==> config.mk <==
export PLATFORM = sky130hd
export DESIGN_NAME = device_power_mode_manager
export DESIGN_NICKNAME = d
export VERILOG_FILES = /design/src/inc/pwr_mgmt_pkg.sv /design/src/rtl/device_power_mode_manager.sv /design/src/rtl/cmd_frame_decoder.sv /design/src/rtl/msg_framer.sv
export SDC_FILE = /design/constraint.sdc
export NUM_CORES = 1
export LEC_CHECK = 0
export BUFFER_PORTS_ARGS = -buffer_cell sky130_fd_sc_hd__buf_2
export CELL_PAD_IN_SITES_DETAIL_PLACEMENT = 1
export CELL_PAD_IN_SITES_GLOBAL_PLACEMENT = 1
export CORE_ASPECT_RATIO = 1.2
export CORE_UTILIZATION = 40
export DETAILED_ROUTE_END_ITERATION = 10
export HOLD_SLACK_MARGIN = 0.06
export PLACE_DENSITY_LB_ADDON = 0.1
export SLEW_MARGIN = 20
export SYNTH_ARGS = -nofsm -noshare
export SYNTH_HDL_FRONTEND = slang
export SYNTH_SLANG_ARGS = --single-unit
==> constraint.sdc <==
create_clock -name clk -period 6.9 [get_ports clk]
set_clock_uncertainty 0.1 [all_clocks]
set_input_delay 1.38 -clock clk [delete_from_list [all_inputs] [get_ports clk]]
set_output_delay 1.38 -clock clk [all_outputs]
set_load 0.03 [all_outputs]
==> src/inc/pwr_mgmt_pkg.sv <==
// Shared constants and types for the device power mode manager
package pwr_mgmt_pkg;
  localparam logic [7:0]  HOST_ADDR      = 8'h50;
  localparam logic [7:0]  LEN_CMD        = 8'h82;
  localparam logic [7:0]  OP_CMD         = 8'hF6;
  localparam logic [7:0]  LEN_REPLY      = 8'h87;
  localparam logic [7:0]  OP_REPLY       = 8'hE6;
  localparam logic [7:0]  LEN_STATUS     = 8'h85;
  localparam logic [7:0]  OP_STATUS      = 8'hA2;
  localparam logic [7:0]  STATUS_LOST    = 8'h03;
  localparam logic [7:0]  LEN_RES_REQ    = 8'h82;
  localparam logic [7:0]  OP_RES_REQ     = 8'hE5;
  localparam logic [7:0]  RES_READ       = 8'h05;
  localparam logic [7:0]  RES_POWER      = 8'h06;
  localparam logic [7:0]  ZERO_BYTE      = 8'h00;
  localparam logic [15:0] POWER_UNKNOWN  = 16'hFFFF;
  // Command codes
  localparam logic [7:0]  CMD_RUN        = 8'h00;
  localparam logic [7:0]  CMD_STANDBY    = 8'h01;
  localparam logic [7:0]  CMD_SUSPEND    = 8'h02;
  localparam logic [7:0]  CMD_SHUTDOWN   = 8'h03;
  localparam logic [7:0]  CMD_POWER_OFF  = 8'h04;
  localparam logic [7:0]  CMD_RESTART    = 8'h05;
  localparam logic [7:0]  CMD_QUERY      = 8'h06;
  // Operating mode codes, rising code means less power
  localparam logic [7:0]  MODE_RUN       = 8'h00;
  localparam logic [7:0]  MODE_STANDBY   = 8'h01;
  localparam logic [7:0]  MODE_SUSPEND   = 8'h02;
  localparam logic [7:0]  MODE_SHUTDOWN  = 8'h03;
  localparam logic [7:0]  MODE_OFF_READY = 8'h04;
  // Frame positions and lengths
  localparam logic [3:0]  IDX_DEST       = 4'h0;
  localparam logic [3:0]  IDX_SRC        = 4'h1;
  localparam logic [3:0]  IDX_LEN        = 4'h2;
  localparam logic [3:0]  IDX_OP         = 4'h3;
  localparam logic [3:0]  IDX_CODE       = 4'h4;
  localparam logic [3:0]  IDX_CSUM       = 4'h5;
  localparam logic [3:0]  LEN_REPLY_MSG  = 4'hB;
  localparam logic [3:0]  LEN_STATUS_MSG = 4'h9;
  localparam logic [3:0]  LEN_REQ_MSG    = 4'h6;
  localparam int          BODY_BYTES     = 10;

  typedef enum logic [1:0] {MSG_REPLY, MSG_STATUS, MSG_READ_REQ, MSG_POWER_REQ} msg_kind_e;
endpackage : pwr_mgmt_pkg

==> src/rtl/device_power_mode_manager.sv <==
// Device power mode manager: command handling, mode tracking, replies, state save
`timescale 1ns/1ns
module device_power_mode_manager #(
  parameter logic [4:0] SUPPORT_MASK = 5'b11111,
  parameter int         CAP_LEN      = 43,
  parameter logic [CAP_LEN*8-1:0] CAP_TAG = "pwr(run(B120 L0) susp(5) ssave() psave(16))"
) (
  input  wire logic        clk,
  input  wire logic        rst,
  input  wire logic [7:0]  own_addr,
  input  wire logic        rx_valid,
  input  wire logic [7:0]  rx_byte,
  input  wire logic        rx_first,
  input  wire logic        rx_last,
  output logic             tx_valid,
  output logic [7:0]       tx_byte,
  output logic             tx_last,
  input  wire logic        tx_ready,
  input  wire logic        app_busy,
  input  wire logic        auto_req,
  input  wire logic [7:0]  auto_mode,
  input  wire logic        wake_event,
  input  wire logic        save_done,
  input  wire logic        state_at_host,
  input  wire logic        restore_ok,
  input  wire logic        restore_fail,
  input  wire logic        need_power,
  input  wire logic [15:0] bus_power_usage,
  input  wire logic [15:0] line_power_usage,
  input  wire logic [5:0]  cap_index,
  output logic [7:0]       cap_char,
  output logic [7:0]       operating_mode_code,
  output logic             save_req,
  output logic             restore_busy,
  output logic             restore_revert
);
  import pwr_mgmt_pkg::*;

  typedef enum logic [1:0] {ST_IDLE, ST_SAVE, ST_RESTORE} mgr_state_e;

  typedef struct packed {
    mgr_state_e st;
    logic [7:0] mode;
    logic       pend;
    logic [7:0] pend_mode;
    logic       want_reply;
    logic       want_status;
    logic       want_read;
    logic       want_power;
    logic       power_asked;
    logic       revert;
    logic [7:0] cap_char;
  } mgr_s;

  // Lowest power supported mode at power up, shutdown and power off excluded as they need a command
  localparam logic [7:0] RESET_MODE = SUPPORT_MASK[2] ? MODE_SUSPEND :
                                      SUPPORT_MASK[1] ? MODE_STANDBY : MODE_RUN;

  // Power up image: nothing waiting, nothing owed to the host
  localparam mgr_s MGR_RESET = '{
    st:          ST_IDLE,
    mode:        RESET_MODE,
    pend:        1'b0,
    pend_mode:   MODE_RUN,
    want_reply:  1'b0,
    want_status: 1'b0,
    want_read:   1'b0,
    want_power:  1'b0,
    power_asked: 1'b0,
    revert:      1'b0,
    cap_char:    ZERO_BYTE
  };

  mgr_s       mgr_reg;
  mgr_s       mgr_next;
  logic       cmd_valid;
  logic [7:0] cmd_code;
  logic       tx_busy;
  logic       tx_start;
  msg_kind_e  tx_kind;
  logic [7:0] target;
  logic       target_ok;
  logic       cmd_query;
  logic       cmd_restart;
  logic       idle_quiet;
  logic       auto_ok;
  logic       wake_ok;
  logic       power_ask;
  logic [7:0] cap_pick;

  cmd_frame_decoder u_decoder (
    .clk       (clk),
    .rst       (rst),
    .rx_valid  (rx_valid),
    .rx_byte   (rx_byte),
    .rx_first  (rx_first),
    .rx_last   (rx_last),
    .own_addr  (own_addr),
    .cmd_valid (cmd_valid),
    .cmd_code  (cmd_code)
  );

  // Supported mode lookup; unsupported standby runs as run, shutdown as suspend
  always_comb begin
    target    = cmd_code;
    target_ok = 1'b0;
    unique case (cmd_code)
      CMD_RUN,
      CMD_SUSPEND,
      CMD_POWER_OFF: begin
        target_ok = SUPPORT_MASK[cmd_code[2:0]];
      end
      CMD_STANDBY: begin
        if (SUPPORT_MASK[cmd_code[2:0]]) begin
          target_ok = 1'b1;
        end else if (SUPPORT_MASK[0]) begin
          target    = MODE_RUN;
          target_ok = 1'b1;
        end
      end
      CMD_SHUTDOWN: begin
        if (SUPPORT_MASK[cmd_code[2:0]]) begin
          target_ok = 1'b1;
        end else if (SUPPORT_MASK[2]) begin
          target    = MODE_SUSPEND;
          target_ok = 1'b1;
        end
      end
      default: begin
        // Restart and query name no mode; unknown codes are ignored
        target_ok = 1'b0;
      end
    endcase
  end

  // One message at a time; failure report outranks everything
  always_comb begin
    tx_start = 1'b0;
    tx_kind  = MSG_POWER_REQ;
    if (!tx_busy) begin
      if (mgr_reg.want_status) begin
        tx_start = 1'b1;
        tx_kind  = MSG_STATUS;
      end else if (mgr_reg.want_reply) begin
        tx_start = 1'b1;
        tx_kind  = MSG_REPLY;
      end else if (mgr_reg.want_read) begin
        tx_start = 1'b1;
        tx_kind  = MSG_READ_REQ;
      end else if (mgr_reg.want_power) begin
        tx_start = 1'b1;
        tx_kind  = MSG_POWER_REQ;
      end
    end
  end

  // Out of range index reads a zero byte rather than unknown bits
  always_comb begin
    cap_pick = ZERO_BYTE;
    if (int'(cap_index) < CAP_LEN) begin
      cap_pick = CAP_TAG[8*(CAP_LEN-1-int'(cap_index)) +: 8];
    end
  end

  // A landing command blocks own moves in that cycle
  always_comb begin
    cmd_query   = cmd_valid && (cmd_code == CMD_QUERY);
    cmd_restart = cmd_valid && (cmd_code == CMD_RESTART) && (mgr_reg.st == ST_IDLE);
    idle_quiet  = (mgr_reg.st == ST_IDLE) && !cmd_valid;
    auto_ok     = idle_quiet && !mgr_reg.pend && auto_req && (auto_mode > mgr_reg.mode) &&
                  (auto_mode <= MODE_SHUTDOWN) && SUPPORT_MASK[auto_mode[1:0]];
    wake_ok     = idle_quiet && !mgr_reg.pend && wake_event && (mgr_reg.mode == MODE_SUSPEND);
    power_ask   = (mgr_reg.mode == MODE_OFF_READY) && need_power && !mgr_reg.power_asked;
  end

  always_comb begin
    mgr_next          = mgr_reg;
    mgr_next.revert   = 1'b0;
    mgr_next.cap_char = cap_pick;

    // Sent flags drop; a new request in the same cycle is kept below
    if (tx_start) begin
      unique case (tx_kind)
        MSG_STATUS:    mgr_next.want_status = 1'b0;
        MSG_REPLY:     mgr_next.want_reply  = 1'b0;
        MSG_READ_REQ:  mgr_next.want_read   = 1'b0;
        MSG_POWER_REQ: mgr_next.want_power  = 1'b0;
      endcase
    end

    if (cmd_query) begin
      mgr_next.want_reply = 1'b1;
    end else if (cmd_restart) begin
      mgr_next.pend        = 1'b0;
      mgr_next.power_asked = 1'b0;
      if (state_at_host) begin
        mgr_next.want_read = 1'b1;
        mgr_next.st        = ST_RESTORE;
      end else begin
        mgr_next.mode = MODE_RUN;
      end
    end else if (cmd_valid && target_ok) begin
      // Latest command replaces any that is still waiting
      mgr_next.pend        = 1'b1;
      mgr_next.pend_mode   = target;
      mgr_next.power_asked = 1'b0;
    end

    unique case (mgr_reg.st)
      ST_IDLE: begin
        if (idle_quiet && mgr_reg.pend && !app_busy) begin
          mgr_next.pend = 1'b0;
          if (mgr_reg.pend_mode >= MODE_SUSPEND && mgr_reg.pend_mode != mgr_reg.mode) begin
            mgr_next.st = ST_SAVE;
          end else begin
            mgr_next.mode = mgr_reg.pend_mode;
          end
        end else if (auto_ok) begin
          // Own decision, only ever toward less power
          mgr_next.pend      = 1'b1;
          mgr_next.pend_mode = auto_mode;
        end else if (wake_ok) begin
          // Shutdown is deliberately absent: only a command lifts it
          mgr_next.mode = MODE_RUN;
        end
      end
      ST_SAVE: begin
        if (save_done) begin
          mgr_next.mode = mgr_reg.pend_mode;
          mgr_next.st   = ST_IDLE;
        end
      end
      ST_RESTORE: begin
        if (restore_ok) begin
          mgr_next.mode = MODE_RUN;
          mgr_next.st   = ST_IDLE;
        end else if (restore_fail) begin
          // Address and interface untouched; the rest reverted by the application
          mgr_next.revert      = 1'b1;
          mgr_next.want_status = 1'b1;
          mgr_next.st          = ST_IDLE;
        end
      end
      default: mgr_next.st = ST_IDLE;
    endcase

    // Ask once per power off advisory for power to finish work
    if (power_ask) begin
      mgr_next.want_power  = 1'b1;
      mgr_next.power_asked = 1'b1;
    end
  end

  always_ff @(posedge clk or posedge rst) begin
    if (rst) begin
      mgr_reg <= MGR_RESET;
    end else begin
      mgr_reg <= mgr_next;
    end
  end

  msg_framer u_framer (
    .clk              (clk),
    .rst              (rst),
    .start            (tx_start),
    .kind             (tx_kind),
    .own_addr         (own_addr),
    .mode             (mgr_reg.mode),
    .bus_power_usage  (bus_power_usage),
    .line_power_usage (line_power_usage),
    .tx_ready         (tx_ready),
    .tx_valid         (tx_valid),
    .tx_byte          (tx_byte),
    .tx_last          (tx_last),
    .busy             (tx_busy)
  );

  assign operating_mode_code = mgr_reg.mode;
  assign save_req            = (mgr_reg.st == ST_SAVE);
  assign restore_busy        = (mgr_reg.st == ST_RESTORE);
  assign restore_revert      = mgr_reg.revert;
  assign cap_char            = mgr_reg.cap_char;
endmodule : device_power_mode_manager

==> src/rtl/cmd_frame_decoder.sv <==
// Decoder for incoming power management command frames
`timescale 1ns/1ns
module cmd_frame_decoder (
  input  wire logic       clk,
  input  wire logic       rst,
  input  wire logic       rx_valid,
  input  wire logic [7:0] rx_byte,
  input  wire logic       rx_first,
  input  wire logic       rx_last,
  input  wire logic [7:0] own_addr,
  output logic            cmd_valid,
  output logic [7:0]      cmd_code
);
  import pwr_mgmt_pkg::*;

  typedef struct packed {
    logic [3:0] idx;
    logic       ok;
    logic [7:0] xsum;
    logic [7:0] code;
    logic       valid;
  } dec_s;

  dec_s dec_reg;
  dec_s dec_next;
  logic [3:0] pos;
  logic       match;

  always_comb begin
    dec_next       = dec_reg;
    dec_next.valid = 1'b0;
    pos            = rx_first ? IDX_DEST : dec_reg.idx;
    match          = rx_first ? 1'b1 : dec_reg.ok;
    if (rx_valid) begin
      unique case (pos)
        IDX_DEST: match = match && (rx_byte == own_addr);
        IDX_SRC:  match = match && (rx_byte == HOST_ADDR);
        IDX_LEN:  match = match && (rx_byte == LEN_CMD);
        IDX_OP:   match = match && (rx_byte == OP_CMD);
        IDX_CODE: dec_next.code = rx_byte;
        IDX_CSUM: match = match && ((dec_reg.xsum ^ rx_byte) == ZERO_BYTE) && rx_last;
        default:  match = 1'b0;
      endcase
      dec_next.ok    = match;
      dec_next.xsum  = (rx_first ? ZERO_BYTE : dec_reg.xsum) ^ rx_byte;
      dec_next.idx   = (pos == IDX_CSUM + 4'h1) ? pos : pos + 4'h1;
      dec_next.valid = match && (pos == IDX_CSUM);
      if (rx_last) begin
        dec_next.idx = IDX_DEST;
        dec_next.ok  = 1'b1;
      end
    end
  end

  always_ff @(posedge clk or posedge rst) begin
    if (rst) begin
      dec_reg <= '{idx: 4'h0, ok: 1'b1, xsum: 8'h00, code: 8'h00, valid: 1'b0};
    end else begin
      dec_reg <= dec_next;
    end
  end

  assign cmd_valid = dec_reg.valid;
  assign cmd_code  = dec_reg.code;
endmodule : cmd_frame_decoder

==> src/rtl/msg_framer.sv <==
// Serializer for outgoing device messages
`timescale 1ns/1ns
module msg_framer (
  input  wire logic                     clk,
  input  wire logic                     rst,
  input  wire logic                     start,
  input  wire pwr_mgmt_pkg::msg_kind_e  kind,
  input  wire logic [7:0]               own_addr,
  input  wire logic [7:0]               mode,
  input  wire logic [15:0]              bus_power_usage,
  input  wire logic [15:0]              line_power_usage,
  input  wire logic                     tx_ready,
  output logic                          tx_valid,
  output logic [7:0]                    tx_byte,
  output logic                          tx_last,
  output logic                          busy
);
  import pwr_mgmt_pkg::*;

  typedef struct packed {
    logic                    active;
    logic [3:0]              idx;
    logic [3:0]              len;
    logic [BODY_BYTES*8-1:0] body;
    logic [7:0]              xsum;
    logic [7:0]              cur;
  } frm_s;

  frm_s frm_reg;
  frm_s frm_next;
  logic [BODY_BYTES*8-1:0] body_new;
  logic [3:0]              len_new;
  logic                    fire;

  always_comb begin
    unique case (kind)
      MSG_REPLY: begin
        body_new = {HOST_ADDR, own_addr, LEN_REPLY, OP_REPLY, ZERO_BYTE, mode,
                    bus_power_usage, line_power_usage};
        len_new  = LEN_REPLY_MSG;
      end
      MSG_STATUS: begin
        body_new = {HOST_ADDR, own_addr, LEN_STATUS, OP_STATUS, ZERO_BYTE, STATUS_LOST,
                    ZERO_BYTE, ZERO_BYTE, ZERO_BYTE, ZERO_BYTE};
        len_new  = LEN_STATUS_MSG;
      end
      MSG_READ_REQ: begin
        body_new = {HOST_ADDR, own_addr, LEN_RES_REQ, OP_RES_REQ, RES_READ, {5{ZERO_BYTE}}};
        len_new  = LEN_REQ_MSG;
      end
      MSG_POWER_REQ: begin
        body_new = {HOST_ADDR, own_addr, LEN_RES_REQ, OP_RES_REQ, RES_POWER, {5{ZERO_BYTE}}};
        len_new  = LEN_REQ_MSG;
      end
    endcase
  end

  assign fire = frm_reg.active && tx_ready;

  always_comb begin
    frm_next = frm_reg;
    if (!frm_reg.active && start) begin
      frm_next.active = 1'b1;
      frm_next.idx    = 4'h0;
      frm_next.len    = len_new;
      frm_next.body   = {body_new[BODY_BYTES*8-9:0], ZERO_BYTE};
      frm_next.cur    = body_new[BODY_BYTES*8-1 -: 8];
      frm_next.xsum   = ZERO_BYTE;
    end else if (fire) begin
      frm_next.xsum = frm_reg.xsum ^ frm_reg.cur;
      frm_next.idx  = frm_reg.idx + 4'h1;
      frm_next.body = {frm_reg.body[BODY_BYTES*8-9:0], ZERO_BYTE};
      // Checksum closes the frame, xor of every byte before it
      frm_next.cur  = (frm_reg.idx + 4'h2 == frm_reg.len) ? (frm_reg.xsum ^ frm_reg.cur)
                                                          : frm_reg.body[BODY_BYTES*8-1 -: 8];
      if (frm_reg.idx + 4'h1 == frm_reg.len) begin
        frm_next.active = 1'b0;
      end
    end
  end

  always_ff @(posedge clk or posedge rst) begin
    if (rst) begin
      frm_reg <= '0;
    end else begin
      frm_reg <= frm_next;
    end
  end

  assign tx_valid = frm_reg.active;
  assign tx_byte  = frm_reg.cur;
  assign tx_last  = frm_reg.active && (frm_reg.idx + 4'h1 == frm_reg.len);
  assign busy     = frm_reg.active;
endmodule : msg_framer

Yosys cells after proc, flatten, opt, wreduce, memory -nomap -nowiden

Memories as Yosys holds them, arrays and structs flattened.
Index checks and enable logic that the tools add are counted.

Add/subtract/negate cells: 4
Magnitude comparators: 6
Equal/unequal tests: 27
Shifts and indexed selects: 1
Multiplexer cells: 76
Bitwise logic cells: 3
Reduce and logical (&&, ||, !) cells: 52

Operators by type and width:

| operator                    | number |
|---|---|
| $shiftx A344 B10 Y8 const A | 1 |
| $pmux W80 S4                | 1 |
| $mux W96                    | 2 |
| $mux W8                     | 12 |
| $mux W9                     | 6 |
| $eq A8 B3 Y1 const B        | 4 |
| $mux W1                     | 30 |
| $logic_and A1 B1 Y1         | 27 |
| $eq A8 B2 Y1 const B        | 3 |
| $pmux W8 S3                 | 1 |
| $xor A8 B8 Y8               | 3 |
| $mux W10                    | 2 |
| $mux W19                    | 1 |
| $mux W2                     | 9 |
| $eq A8 B8 Y1 const B        | 2 |
| $logic_not A8 Y1            | 2 |
| $pmux W8 S2                 | 1 |
| $mux W5                     | 3 |
| $eq A4 B3 Y1 const B        | 3 |
| $mux W4                     | 3 |
| $pmux W4 S3                 | 1 |
| $reduce_bool A2 Y1          | 6 |
| $reduce_and A2 Y1           | 5 |
| $add A4 B1 Y4 const B       | 2 |
| 28 further kinds            | 39 |

Register bits after elaboration: 160
ROM bits: 8
Output and inout port bits: 29
Logic and storage cells: 192
Memories: 1

Memory list:

| name            | words | bits a word | rd ports | clocked after Yosys merged registers in | write ports | line                             | RTL |
|---|---|---|---|---|---|---|---|
| (no name shown) | 8     | 1           | 1        | 0                                       | 0           | device_power_mode_manager.sv:122 | `if (SUPPORT_MASK[cmd_code[2:0]]) begin` |

Longest topological paths before layout

Depth after elaboration: 13
Gate-level depth with buffers: 9
Depth with buffers taken out: 8

By module

Synthesis repeated with hierarchy kept, for this count alone.

Cells, all modules: 932
Area total of the unflattened synthesis: 8,473.1 µm²

Modules (own cells, without submodules):

| module                    | instances | cells each | area an instance (µm²) | seq. area each (µm²) |
|---|---|---|---|---|
| msg_framer                | 1         | 461        | 4,413.0                | 2,402.3 |
| device_power_mode_manager | 1         | 311        | 2,598.7                | 802.0 |
| cmd_frame_decoder         | 1         | 160        | 1,461.4                | 551.8 |

Least setup slack after synthesis

No wires, ideal clock.

Path type: register -> output
From: register u_framer.frm_reg[101] in the netlist's numbering
To: output port tx_last
Data arrival time: 1.491 ns
Required time: 5.420 ns
Slack: 3.929 ns
Stages on the path, launching flop included: 6
Buffers on the path: 0
Cells stage by stage: dfrtp_1 ha_1 xnor2_1 nand3b_1 a211oi_1 and2_1

Cells in the longest elaborated chain, start to end: 3

Ends and longest elaborated chain:

| what                   | line                            | RTL |
|---|---|---|
| from (decl)            | msg_framer.sv:29                | `frm_s frm_reg;` |
| from (signal assigned) | msg_framer.sv:86                | `frm_reg <= frm_next;` |
| $add A4 B1 Y4          | msg_framer.sv:92                | `assign tx_last = frm_reg.active && (frm_reg.idx + 4'h1 == frm_reg.len);` |
| $eq A4 B4 Y1           | msg_framer.sv:92                |  |
| $logic_and A1 B1 Y1    | msg_framer.sv:92                |  |
| to (decl)              | device_power_mode_manager.sv:17 | `output logic tx_last,` |

Every way passes these cells.

Worst setup path after layout

Same ends and word-level chain as after synthesis.

==> run_results.csv <==
group,metric,value,unit
power_and_ir_drop,finalPower,3510,uW
yosys,synth_cells,926,
routing,met2_length,11300,um
placed_design,dpl-instance-area,8720,um^2
power_and_ir_drop,clkPwrFrac,29.8,%
clock_network,cts_hold_buf,0,
floorplan,coreArea,20200,um^2
floorplan,boundaryPins,105,
yosys,synth_seq_cells,150,
grt,grt_pass1_wl,37500,um
worst_setup_path,max_stage_delay,0.43,ns
worst_setup_path,crit_type,"flip-flop to output port",
routing,wl,22600,um
power_and_ir_drop,p_int,2250,uW
worst_setup_path,timing.rr.end,"operating_mode_code[0]",
hold_path,hp-class,"flip-flop to flip-flop",
yosys,synth_edf_count,0,
hold_path,hold_path_end,"u_framer.frm_reg[84]",
worst_setup_path,startpoint_type,"flip-flop",
routing,met3WireLength,636,um
hold_path,min_path_cells,2,
floorplan,dieHeight,159,um
routing,wl_per_cell,18.1,um
placed_design,hpwl,15600,um
final_layout,fin_nets,1062,
final_layout,final_common_cell,"dfrtp_1",
floorplan,dieArea,21100,um^2
grt,antenna_found_initial,0,
routing,vias,6886,
clock_network,cts_root_buf,"clkbuf_16",
run_status,status,"complete, no violations",
clock_network,cts_buffer_depth,2,
placed_design,gp_congestion,0.798,
worst_setup_path,cpLargestDelayFamily,"flip-flops",
floorplan,die_w,133,um
yosys,synthArstFlopShare,100,%
clock_network,cts_resized,0,
sta,rsz0062_at_grt,"false",
power_and_ir_drop,ir_drop,0.200,mV
routing,viasPerCell,5.50,
routing,drcViolationCount,0,
power_and_ir_drop,pwr-share-comb,30.0,%
sta,timing.final.crit_share,51.8,%
yosys,ys_seq_area_share,45.7,%
floorplan,row_count,57,
worst_setup_path,worstPathRequired,5.42,ns
sta,fin_crit,3.57,ns
clock_network,cts-htree-levels,4,
routing,first_iter_violations,345,
yosys,postSynthAreaPerCell,8.87,um^2
worst_setup_path,path_cells,"ha_1 > xnor2_1 > nand3b_1 > a211oi_1 > and2_1 > buf_2",
worst_setup_path,crit_path_end_kind,"output port",
final_layout,area_growth,14.2,%
sta,final_max_slew_viol_count,0,
sta,fmax,0.280,GHz
sta,tns,0,ns
sta,setup_viol,0,
power_and_ir_drop,leakage,0.00417,uW
clock_network,insertion_delay,0.43,ns
grt,grt_max_degree,99,
hold_path,worstHoldStart,"u_framer.frm_reg[76]",
sta,max_slew_margin,34.9,%
yosys,ys.flop_type,"dfrtp_1",
routing,ant_nets,0,
sta,finalHoldViolCount,0,
final_layout,fin_util,46.5,%
worst_setup_path,arrival,2.09,ns
run,drv_cap,0,
clock_network,cts_sinks,150,
final_layout,layout_common_cells,"dfrtp_1, nand2_1, o21ai_0",
final_layout,fill_cells,2385,
grt,globalRouteOverflowTotal,0,
final_layout,num_antenna_cells,0,
worst_setup_path,r2r_cells,6,
clock_network,numCtsBuffers,17,
final_layout,largest_register_ffs,87,
yosys,syn-num-nets,1014,
routing,routed.top_layer,"met4",
grt,grt_usage,22.5,%
final_layout,drive_above_1_share,18.0,%
routing,dr.pass1.iters,4,
routing,wl_met1,10400,um
sta,tightest_slew,0.963,ns
placed_design,portBuffers,103,
power_and_ir_drop,p_per_area,375,nW/um^2
worst_setup_path,crit_fanout,4,
power_and_ir_drop,p_switching,1270,uW
yosys,synthDistinctLibCells,77,
yosys,syn_area,8220,um^2
worst_setup_path,crit_buf_inv,1,
clock_network,cts_tree,"yes",
worst_setup_path,r2r_start,"mgr_reg[32]",
worst_setup_path,r2r_slack,4.27,ns
power_and_ir_drop,swShare,36.0,%
floorplan,start_util,40.7,%
worst_setup_path,crit_slowest_cell,"dfrtp_1",
grt,grt_pass1_vias,7228,
final_layout,final_area,9380,um^2
clock_network,cts_setup_buffers,0,
yosys,yosys_warnings,0,
power_and_ir_drop,seq_power_share,40.2,%
sta,whs,0.378,ns
clock_network,clkTransAtPathRegs,0.06,ns
power groups by stage:
stage | Clock, uW | Sequential [uW] | Combinational, uW
after floorplan | 0 | 1340 | 860
after global placement | 0 | 1430 | 1040
after detailed placement | 0 | 1430 | 1060
after CTS | 1070 | 1420 | 1070
after global routing | 1100 | 1460 | 1200
final | 1050 | 1410 | 1050
cells in the mapped netlist (8+ instances only):
| cell type | count | area, um^2 |
|---|---|---|
| ha_1 | 12 | 150 |
| mux2i_1 | 14 | 140 |
| nor2_1 | 90 | 338 |
| nor2b_1 | 8 | 50.1 |
| nor4_1 | 10 | 62.6 |
| a31oi_1 | 12 | 75.1 |
| a32o_1 | 8 | 80.1 |
| a21oi_1 | 68 | 340 |
| a221o_1 | 9 | 90.1 |
| nand2b_1 | 16 | 100 |
| o21ai_0 | 108 | 541 |
| xor2_1 | 22 | 193 |
| dfrtp_1 | 148 | 3700 |
| buf_4 | 25 | 188 |
| inv_1 | 24 | 90.1 |
| and3_1 | 8 | 50.1 |
| nand3_1 | 17 | 85.1 |
| xnor2_1 | 12 | 105 |
| clkbuf_1 | 47 | 176 |
| a22o_1 | 8 | 70.1 |
| nand2_1 | 131 | 492 |
worst min-delay path, stage by stage (launching register included):
cell     delay (ns)
dfrtp_1        0.34
nand2_1        0.05
o21ai_0        0.06
cell families (layout without fill, tap and decap cells):
family / count (synthesis) / in the layout / share of synthesized area [%]
compound gates: 279 / 279 / 21.3
xor+xnor: 35 / 35 / 3.82
fa+ha+maj: 13 / 13 / 1.95
buf+inv: 107 / 168 / 6.24
flops: 150 / 150 / 45.7
mux: 20 / 20 / 2.53
other cells: 1 / 1 / 0.0456
simple gates: 321 / 321 / 18.4
layer usage:
layer  GRT usage (%)  up-vias
met5               0        -
met4            6.69        0
met3            3.60       23
met2            37.9       94
met1            29.7     3440
li1                -     3329
worst max-delay path by stage:
stage                                     start          end  slack, ns  cells past startpoint
final                     u_framer.frm_reg[101]      tx_last       3.33                      6
after CTS                 u_framer.frm_reg[101]      tx_last       3.30                      6
after detailed placement           cap_index[0]  cap_char[3]       3.31                      7
after global placement             cap_index[0]  cap_char[3]       3.33                      7
after floorplan                             rst  cap_char[0]       1.39                      1
after global routing      u_framer.frm_reg[101]      tx_last       3.18                      6
through the flow:
stage / setup WS [ns] / std cells
floorplan: 1.39 / 926
global placement: 3.33 / 1220
detailed placement: 3.31 / 1220
CTS: 3.30 / 1252
global route: 3.18 / 1252
finish: 3.33 / 1252
final cells by class:
class,count,area [um^2],area share [%]
inverter,24,95.1,1.01
clock inverter,14,223,2.37
timing repair buffer,112,583,6.22
clock buffer,18,439,4.68
tap,265,332,3.53
multi-input combinational,669,3950,42.1
sequential,150,3760,40.0
Note: power is estimated with default switching activity, not from simulation.
